--- config.mk ---
export PLATFORM = sky130hd
export DESIGN_NAME = pwb_dac
export DESIGN_NICKNAME = d
export VERILOG_FILES = /design/src/pkg/pwb_pkg.sv /design/src/hw/pwb_dac.sv
export SDC_FILE = /design/constraint.sdc
export NUM_CORES = 1
export LEC_CHECK = 0
export BUFFER_PORTS_ARGS = -buffer_cell sky130_fd_sc_hd__buf_2
export CAP_MARGIN = 20
export CORE_ASPECT_RATIO = 2
export CORE_MARGIN = 10
export CORE_UTILIZATION = 30
export CTS_CLUSTER_DIAMETER = 50
export DETAILED_ROUTE_END_ITERATION = 10
export GPL_ROUTABILITY_DRIVEN = 0
export PLACE_DENSITY_LB_ADDON = 0.08
export SLEW_MARGIN = 20
export SYNTH_ARGS = -nofsm -noshare
export SYNTH_HDL_FRONTEND = slang
export SYNTH_SLANG_ARGS = --single-unit
--- constraint.sdc ---
create_clock -name SYS_CLK -period 2.2 [get_ports SYS_CLK]
set_input_delay 0.33 -clock SYS_CLK [delete_from_list [all_inputs] [get_ports SYS_CLK]]
set_output_delay 0.33 -clock SYS_CLK [all_outputs]
set_load 0.01 [all_outputs]
--- src/pkg/pwb_pkg.sv ---
/*
 * Constants, register map and carrier types of the eight-channel
 * pulse-width / rate-multiplier DAC generator.
 * Assumes a 32-bit AXI4-Lite register bus with byte addresses.
 */
package pwb_pkg;

   // ==========================================================
   // Sizes
   localparam int unsigned NUM_CH     = 8;
   localparam int unsigned CNT_W      = 12;
   localparam int unsigned PW_W       = 6;
   localparam int unsigned RM_W       = 4;
   localparam int unsigned ADDR_W     = 8;
   localparam int unsigned DATA_W     = 32;

   // ==========================================================
   // Counter fields
   localparam int unsigned PW_LSB     = 0;
   localparam int unsigned IDX_LSB    = 6;
   localparam int unsigned IDX_W      = 4;

   // ==========================================================
   // Register indices; byte address is four times the index
   localparam logic [7:0] IDX_WT_CH1  = 8'h32;
   localparam logic [7:0] IDX_RM_21   = 8'h33;
   localparam logic [7:0] IDX_WT_CH2  = 8'h34;
   localparam logic [7:0] IDX_WT_CH3  = 8'h35;
   localparam logic [7:0] IDX_RM_43   = 8'h36;
   localparam logic [7:0] IDX_WT_CH4  = 8'h37;
   localparam logic [7:0] IDX_WT_CH5  = 8'h38;
   localparam logic [7:0] IDX_RM_65   = 8'h39;
   localparam logic [7:0] IDX_WT_CH6  = 8'h3A;
   localparam logic [7:0] IDX_WT_CH7  = 8'h3B;
   localparam logic [7:0] IDX_RM_87   = 8'h3C;
   localparam logic [7:0] IDX_WT_CH8  = 8'h3D;
   localparam logic [7:0] IDX_OE      = 8'h3E;
   localparam logic [7:0] IDX_OD      = 8'h3F;

   // ==========================================================
   // Weight register fields and reset values
   localparam int unsigned POL_BIT    = 6;
   localparam int unsigned RSV_BIT    = 7;
   localparam logic [6:0] WT_RST      = 7'h00;
   localparam logic [7:0] RM_RST      = 8'h00;
   localparam logic [7:0] OE_RST      = 8'h80;
   localparam logic [7:0] OD_RST      = 8'h00;

   // ==========================================================
   // Decoder selector codes
   localparam logic [3:0] SEL_RM0     = 4'h8;
   localparam logic [3:0] SEL_OE      = 4'hC;
   localparam logic [3:0] SEL_OD      = 4'hD;
   localparam logic [3:0] SEL_NONE    = 4'hF;

   // ==========================================================
   // AXI responses
   localparam logic [1:0] RESP_OKAY   = 2'h0;
   localparam logic [1:0] RESP_SLVERR = 2'h2;

   // ==========================================================
   // Pin group: level and drive enable per channel
   typedef struct packed {
      logic [NUM_CH-1:0] level;
      logic [NUM_CH-1:0] drive;
   } pwb_pins_s;

endpackage

--- src/hw/pwb_dac.sv ---
/*
 * Eight-channel 10-bit pulse-width / rate-multiplier DAC generator
 * with an AXI4-Lite register slave.
 * Assumes one clock, an external RC filter on each pin and a pad
 * that resolves level and drive into the wire.
 */
`timescale 1ns/1ps

module pwb_dac
   import pwb_pkg::*;
(
   input  wire logic              SYS_CLK,
   input  wire logic              RESET_N,
   input  wire logic [ADDR_W-1:0] S_AXI_AWADDR,
   input  wire logic              S_AXI_AWVALID,
   output logic                   S_AXI_AWREADY,
   input  wire logic [DATA_W-1:0] S_AXI_WDATA,
   input  wire logic [3:0]        S_AXI_WSTRB,
   input  wire logic              S_AXI_WVALID,
   output logic                   S_AXI_WREADY,
   output logic [1:0]             S_AXI_BRESP,
   output logic                   S_AXI_BVALID,
   input  wire logic              S_AXI_BREADY,
   input  wire logic [ADDR_W-1:0] S_AXI_ARADDR,
   input  wire logic              S_AXI_ARVALID,
   output logic                   S_AXI_ARREADY,
   output logic [DATA_W-1:0]      S_AXI_RDATA,
   output logic [1:0]             S_AXI_RRESP,
   output logic                   S_AXI_RVALID,
   input  wire logic              S_AXI_RREADY,
   output pwb_pins_s              PWM_PIN
);

   // ==========================================================
   // State
   typedef struct packed {
      logic [CNT_W-1:0]          cnt;
      logic [NUM_CH-1:0][6:0]    wt;
      logic [NUM_CH/2-1:0][7:0]  rm;
      logic [7:0]                oe;
      logic [7:0]                od;
      logic [NUM_CH-1:0]         lvl;
      logic [NUM_CH-1:0]         drv;
      logic                      aw_v;
      logic [ADDR_W-1:0]         aw_a;
      logic                      w_v;
      logic [7:0]                w_d;
      logic                      w_s;
      logic                      bvalid;
      logic [1:0]                bresp;
      logic                      rvalid;
      logic [7:0]                rdata;
      logic [1:0]                rresp;
   } pwb_state_s;

   pwb_state_s st_r;
   pwb_state_s st_nxt;

   // ==========================================================
   // Address decode, shared by write and read paths
   // Returns 0..7 weight channel, 8..11 rate pair, OE, OD or none.
   function automatic logic [3:0] pwb_sel(input logic [ADDR_W-1:0] a);
      logic [5:0] i;
      i = a[7:2];
      if (a[1:0] != 2'h0) begin
         pwb_sel = SEL_NONE;
      end else if (i == IDX_WT_CH1[5:0]) begin
         pwb_sel = 4'h0;
      end else if (i == IDX_WT_CH2[5:0]) begin
         pwb_sel = 4'h1;
      end else if (i == IDX_WT_CH3[5:0]) begin
         pwb_sel = 4'h2;
      end else if (i == IDX_WT_CH4[5:0]) begin
         pwb_sel = 4'h3;
      end else if (i == IDX_WT_CH5[5:0]) begin
         pwb_sel = 4'h4;
      end else if (i == IDX_WT_CH6[5:0]) begin
         pwb_sel = 4'h5;
      end else if (i == IDX_WT_CH7[5:0]) begin
         pwb_sel = 4'h6;
      end else if (i == IDX_WT_CH8[5:0]) begin
         pwb_sel = 4'h7;
      end else if (i == IDX_RM_21[5:0]) begin
         pwb_sel = 4'h8;
      end else if (i == IDX_RM_43[5:0]) begin
         pwb_sel = 4'h9;
      end else if (i == IDX_RM_65[5:0]) begin
         pwb_sel = 4'hA;
      end else if (i == IDX_RM_87[5:0]) begin
         pwb_sel = 4'hB;
      end else if (i == IDX_OE[5:0]) begin
         pwb_sel = SEL_OE;
      end else if (i == IDX_OD[5:0]) begin
         pwb_sel = SEL_OD;
      end else begin
         pwb_sel = SEL_NONE;
      end
   endfunction

   // ==========================================================
   // Rate multiplier: does this cycle get the extra clock
   function automatic logic pwb_add(input logic [IDX_W-1:0] idx,
                                    input logic [RM_W-1:0]  rm);
      logic [RM_W-1:0] hit;
      hit[0] = (idx == 4'h8);
      hit[1] = (idx[2:0] == 3'h4);
      hit[2] = (idx[1:0] == 2'h2);
      hit[3] = idx[0];
      // Cycle 0 matches no pattern, so it never gets the extra clock
      pwb_add = |(hit & rm);
   endfunction

   // ==========================================================
   // Register write for a decoded selector; lane 0 only
   function automatic pwb_state_s pwb_wr(input logic [3:0] sel,
                                         input logic [7:0] d,
                                         input pwb_state_s s);
      pwb_state_s n;
      n = s;
      if (sel < SEL_RM0) begin
         // Bit 7 has no storage, so writes to it are dropped
         n.wt[sel[2:0]] = d[6:0];
      end else if (sel < SEL_OE) begin
         n.rm[sel[1:0]] = d;
      end else if (sel == SEL_OE) begin
         n.oe = d;
      end else if (sel == SEL_OD) begin
         n.od = d;
      end
      pwb_wr = n;
   endfunction

   // ==========================================================
   // Read data for a decoded selector; bit 7 of a weight reads one
   function automatic logic [7:0] pwb_rd_byte(input logic [3:0] sel,
                                              input pwb_state_s s);
      logic [7:0] b;
      b = 8'h00;
      if (sel < SEL_RM0) begin
         b = {1'b1, s.wt[sel[2:0]]};
      end else if (sel < SEL_OE) begin
         b = s.rm[sel[1:0]];
      end else if (sel == SEL_OE) begin
         b = s.oe;
      end else if (sel == SEL_OD) begin
         b = s.od;
      end else begin
         // Unmapped reads return zero beside the error response
         b = 8'h00;
      end
      pwb_rd_byte = b;
   endfunction

   // ==========================================================
   // Per-channel waveform and pad drive
   logic [PW_W-1:0]   pw_cnt;
   logic [IDX_W-1:0]  cyc_idx;
   logic [NUM_CH-1:0] wave;
   logic [NUM_CH-1:0] pin_lvl;
   logic [NUM_CH-1:0] pin_drv;

   assign pw_cnt  = st_r.cnt[PW_LSB +: PW_W];
   assign cyc_idx = st_r.cnt[IDX_LSB +: IDX_W];

   generate
      for (genvar g = 0; g < NUM_CH; g++) begin : g_ch
         logic [RM_W-1:0] rm_f;
         logic [PW_W-1:0] wt_f;
         logic            polarity_invert;
         logic            ext;
         logic            hi_base;
         logic            hi_ext;
         logic            sig;
         logic            lvl_c;
         logic            drv_c;
         assign rm_f    = st_r.rm[g/2][(g%2)*RM_W +: RM_W];
         assign wt_f    = st_r.wt[g][PW_W-1:0];
         assign polarity_invert     = st_r.wt[g][POL_BIT];
         assign ext     = pwb_add(cyc_idx, rm_f);
         // Set at the wrap of the low bits, cleared at the match
         assign hi_base = (pw_cnt < wt_f);
         // The extra clock keeps the pulse up through the match
         // count, so full weight with the extra never drops
         assign hi_ext  = (pw_cnt <= wt_f);
         assign wave[g] = ext ? hi_ext : hi_base;
         assign sig     = wave[g] ^ polarity_invert;

         // A disabled pin is released; open drain only pulls low
         // and relies on the board pull-up for the high level
         always_comb begin
            if (!st_r.oe[g]) begin
               lvl_c = 1'b0;
               drv_c = 1'b0;
            end else if (st_r.od[g]) begin
               lvl_c = 1'b0;
               drv_c = !sig;
            end else begin
               lvl_c = sig;
               drv_c = 1'b1;
            end
         end
         assign pin_lvl[g] = lvl_c;
         assign pin_drv[g] = drv_c;
      end
   endgenerate

   // ==========================================================
   // Next state
   always_comb begin
      logic [3:0] ws;
      logic [3:0] rs;
      st_nxt = st_r;
      ws = pwb_sel(st_r.aw_a);
      rs = pwb_sel(S_AXI_ARADDR);

      // Counter and pins
      st_nxt.cnt = st_r.cnt + 12'h001;
      // Pins are registered so the pad sees no decode glitches,
      // at the cost of one clock of lag behind the counter
      st_nxt.lvl = pin_lvl;
      st_nxt.drv = pin_drv;

      // Write channel: address and data are caught in either order
      if (S_AXI_AWVALID && !st_r.aw_v) begin
         st_nxt.aw_v = 1'b1;
         st_nxt.aw_a = S_AXI_AWADDR;
      end
      if (S_AXI_WVALID && !st_r.w_v) begin
         st_nxt.w_v = 1'b1;
         st_nxt.w_d = S_AXI_WDATA[7:0];
         st_nxt.w_s = S_AXI_WSTRB[0];
      end
      if (st_r.bvalid && S_AXI_BREADY) begin
         st_nxt.bvalid = 1'b0;
      end
      if (st_r.aw_v && st_r.w_v && !st_r.bvalid) begin
         st_nxt.aw_v   = 1'b0;
         st_nxt.w_v    = 1'b0;
         st_nxt.bvalid = 1'b1;
         st_nxt.bresp  = (ws == SEL_NONE) ? RESP_SLVERR : RESP_OKAY;
         // Only lane 0 carries register bits; other lanes ignored
         if (st_r.w_s) begin
            st_nxt = pwb_wr(ws, st_r.w_d, st_nxt);
         end
      end

      // Read channel: one word held until the master takes it
      if (st_r.rvalid && S_AXI_RREADY) begin
         st_nxt.rvalid = 1'b0;
      end
      if (S_AXI_ARVALID && !st_r.rvalid) begin
         st_nxt.rvalid = 1'b1;
         st_nxt.rresp  = (rs == SEL_NONE) ? RESP_SLVERR : RESP_OKAY;
         st_nxt.rdata  = pwb_rd_byte(rs, st_r);
      end
   end

   // ==========================================================
   // Registers
   always_ff @(posedge SYS_CLK or negedge RESET_N) begin
      if (!RESET_N) begin
         // Pins come up released; OE_RST enables channel 8, which drives low from the next clock
         st_r.cnt    <= '0;
         st_r.lvl    <= '0;
         st_r.drv    <= '0;
         st_r.aw_v   <= 1'b0;
         st_r.aw_a   <= '0;
         st_r.w_v    <= 1'b0;
         st_r.w_d    <= '0;
         st_r.w_s    <= 1'b0;
         st_r.bvalid <= 1'b0;
         st_r.bresp  <= '0;
         st_r.rvalid <= 1'b0;
         st_r.rdata  <= '0;
         st_r.rresp  <= '0;
         st_r.wt     <= {NUM_CH{WT_RST}};
         st_r.rm     <= {(NUM_CH/2){RM_RST}};
         st_r.oe     <= OE_RST;
         st_r.od     <= OD_RST;
      end else begin
         st_r <= st_nxt;
      end
   end

   // ==========================================================
   // Outputs
   // Readies are the inverse of the held flags, so a held word
   // blocks the next one until the write answer is issued or the read word is taken
   assign S_AXI_AWREADY = !st_r.aw_v;
   assign S_AXI_WREADY  = !st_r.w_v;
   assign S_AXI_BVALID  = st_r.bvalid;
   assign S_AXI_BRESP   = st_r.bresp;
   assign S_AXI_ARREADY = !st_r.rvalid;
   assign S_AXI_RVALID  = st_r.rvalid;
   assign S_AXI_RRESP   = st_r.rresp;
   assign S_AXI_RDATA   = {24'h000000, st_r.rdata};
   assign PWM_PIN.level = st_r.lvl;
   assign PWM_PIN.drive = st_r.drv;

endmodule

==> impl_metrics.csv <==
group,metric,value,unit
global_route,grtUsageTotal,16.7,%
sta,report.final.slew_viol_count,0,
floorplan,start_util,30.3,%
cts,cts_root_buf,"clkbuf_16",
pwr,p_per_area,787,nW/um^2
cts,htree_levels,4,
floorplan,ios,116,
logic_synthesis,netlist_area,9740,um^2
sta,max_slew_margin,44.3,%
logic_synthesis,synth_top_area_share,41.1,%
pwr,leakage,5.61,nW
logic_synthesis,syn_inst,903,
logic_synthesis,synth_commonest_cells,"dfrtp_1 (160), mux2_2 (105), buf_4 (55)",
global_route,overflow,0,
sta,fin_tns_setup,0,ns
route,via_per_inst,4.97,
floorplan,rows,93,
layout,num_antenna_cells,0,
setup_path,worstPathMaxFanout,5,
route,drtPass1Iterations,5,
layout,drive_above_1_share,33.8,%
sta,fmax,0.475,GHz
floorplan,fp.dieArea,40500,um^2
sta,finalHoldViolations,0,
setup_path,worstPathArrival,2.49,ns
cts,tritoncts,"yes",
setup_path,cp.required,2.58,ns
hold_path,hold_start,"S_AXI_RREADY",
floorplan,die_h,275,um
route,num_vias,7335,
route,drt-initial-drc-count,325,
logic_synthesis,yosysMostFrequentCell,"dfrtp_1",
logic_synthesis,yosysTopAreaCell,"dfrtp_1",
layout,syn2layout_area_growth,21.8,%
floorplan,core,32100,um^2
pwr,peakVddDrop,0.000580,V
logic_synthesis,yosys-top-cells-area,"dfrtp_1 (41%), mux2_2 (12%), ha_1 (6.3%)",
global_route,antenna_found_initial,0,
setup_path,timing.rr.start,"pw_cnt[3]",
setup_path,worst-setup-path-type,"reg -> reg",
logic_synthesis,ys_warn_count,0,
cts,cts_buffers,17,
cts,cts_max_path_buffers,2,
cts,cts.sinks,161,
layout,instances_no_fill,1475,
placement,dpl.cell_count,1439,
global_route,grt_pass1_vias,7903,
logic_synthesis,synthArstFlopShare,100,%
logic_synthesis,syn_area_per_cell,10.8,um^2
logic_synthesis,synth_cell_types,71,
status,status,"complete, no violations",
route,wl_per_cell,22.6,um
cts,clk-insertion-delay-late,0.45,ns
route,drc,0,
logic_synthesis,synth_edf_count,0,
route,antenna_left,0,
logic_synthesis,ys_seq_elements,161,
logic_synthesis,seq_area_frac_synth,41.4,%
sta,finalSetupViolCount,0,
setup_path,cp-end-kind,"flop",
floorplan,dieWidth,147,um
route,routed_wirelength,33300,um
hold_path,hp-class,"in -> reg",
layout,final_nets,1143,
job,max_cap_viol_count,0,
sta,fin_crit,2.11,ns
setup_path,crit_start,"pw_cnt[3]",
global_route,grt_pass1_wl,50200,um
placement,hpwl,26100,um
setup_path,crit_path_start_kind,"flop",
cts,path_clk_slew,0.07,ns
sta,worstMarginPinSlew,0.836,ns
logic_synthesis,synthFlopType,"dfrtp_1",
placement,port_buffers,62,
sta,fin_crit_sh,95.8,%
global_route,grt_max_degree,58,
sta,fin_worst_skew,0.00920,ns
worst paths after layout:
check                           cells past startpoint           end  slack, ns
worst min register to register                      1    PWM_PIN[6]       0.48
max in group asynchronous                           3      st_r[64]       1.20
worst max-delay path                                9   PWM_PIN[10]       0.09
worst max register to register                      9   PWM_PIN[10]       0.09
worst min-delay path                                2  S_AXI_RVALID       0.06
min in group asynchronous                           2      st_r[53]       0.33
per-layer routing:
metal  up-vias  part of all wire [%]  track usage, %
li1       3472                     -               -
met1      3705                    37            16.7
met2       121                    57            33.1
met3        37                   2.7            2.93
met4         0                   3.2            6.16
met5         -                     0               0
metrics by stage:
step / instance area [um^2] / util, % / hold slack, ns / power [mW] / setup slack, ns
after global routing: 11900 / 36.9 / 0.0540 / 9.84 / -0.00980
after floorplan: 9830 / - / 0.0344 / 5.15 / 0.281
after CTS: 11800 / 36.7 / 0.0305 / 9.50 / 0.00594
after global placement: 11100 / 34.6 / 0.238 / 6.11 / -0.197
after detailed placement: 11100 / 34.6 / 0.243 / 6.14 / -0.199
final: 11900 / 36.9 / 0.0589 / 9.34 / 0.0930
critical path, stage by stage, from the launching register on:
cell	delay, ns
dfrtp_2	0.49
buf_4	0.16
ha_1	0.31
a21o_1	0.19
a21oi_1	0.14
nor2b_1	0.07
o32ai_2	0.14
xor2_1	0.20
buf_4	0.19
and3b_1	0.17
flip-flops by register name (all words and copies together) (netlist names):
name                  count
S_AXI_RVALID              1
S_AXI_BRESP               1
g_ch.rm_f                32
st_r                     35
g_ch.polarity_invert      8
S_AXI_RDATA               8
pw_cnt                    6
g_ch.wt_f                48
PWM_PIN                  16
S_AXI_BVALID              1
cyc_idx                   4
S_AXI_RRESP               1
kinds of logic (layout without fill, tap and decap cells):
group | after synthesis | count (layout) | share of synthesized area [%]
other | 1 | 26 | 0.0385
buffers and inverters | 151 | 271 | 8.44
XOR/XNOR | 18 | 18 | 1.70
adder cells (fa/ha/maj) | 49 | 49 | 6.30
AND/OR/NAND/NOR | 193 | 193 | 11.4
flip-flops | 161 | 161 | 41.4
multiplexers | 158 | 158 | 18.1
AO/OA/AOI/OAI | 172 | 172 | 12.7
power by group:
part	switching (mW)	internal, mW	total (mW)	leakage (nW)
clock	1.38	1.91	3.30	0.301
sequential	0.875	3.41	4.28	2.15
combinational	0.870	0.894	1.76	3.15
what timing repair did:
action	4_1_cts	5_1_grt
gates resized for setup	4	10
hold buffers	1	0
buffers inserted	2	2
endpoints found under the setup margin	7	12
hold endpoints to repair	28	0
pin swaps	0	6
cells in the final DEF (no fill, tap or decap), types with 14 or more instances in the layout:
cell type	count
a21oi_1	46
buf_12	14
buf_2	61
buf_4	105
clkbuf_16	17
conb_1	26
dfrtp_1	158
ha_1	49
inv_1	53
mux2_1	27
mux2_2	105
mux2i_1	25
nand2_1	43
nor2_1	41
nor2b_1	17
o21ai_0	14
layout make-up:
class | count | area (um^2)
clock buffer | 17 | 425
clock inverter | 15 | 205
fill | 3289 | 20300
inverter | 57 | 214
multi-input combinational | 616 | 5060
sequential | 161 | 4030
tap | 427 | 534
timing repair buffer | 182 | 1400
Note: power is estimated with default switching activity, not from simulation.
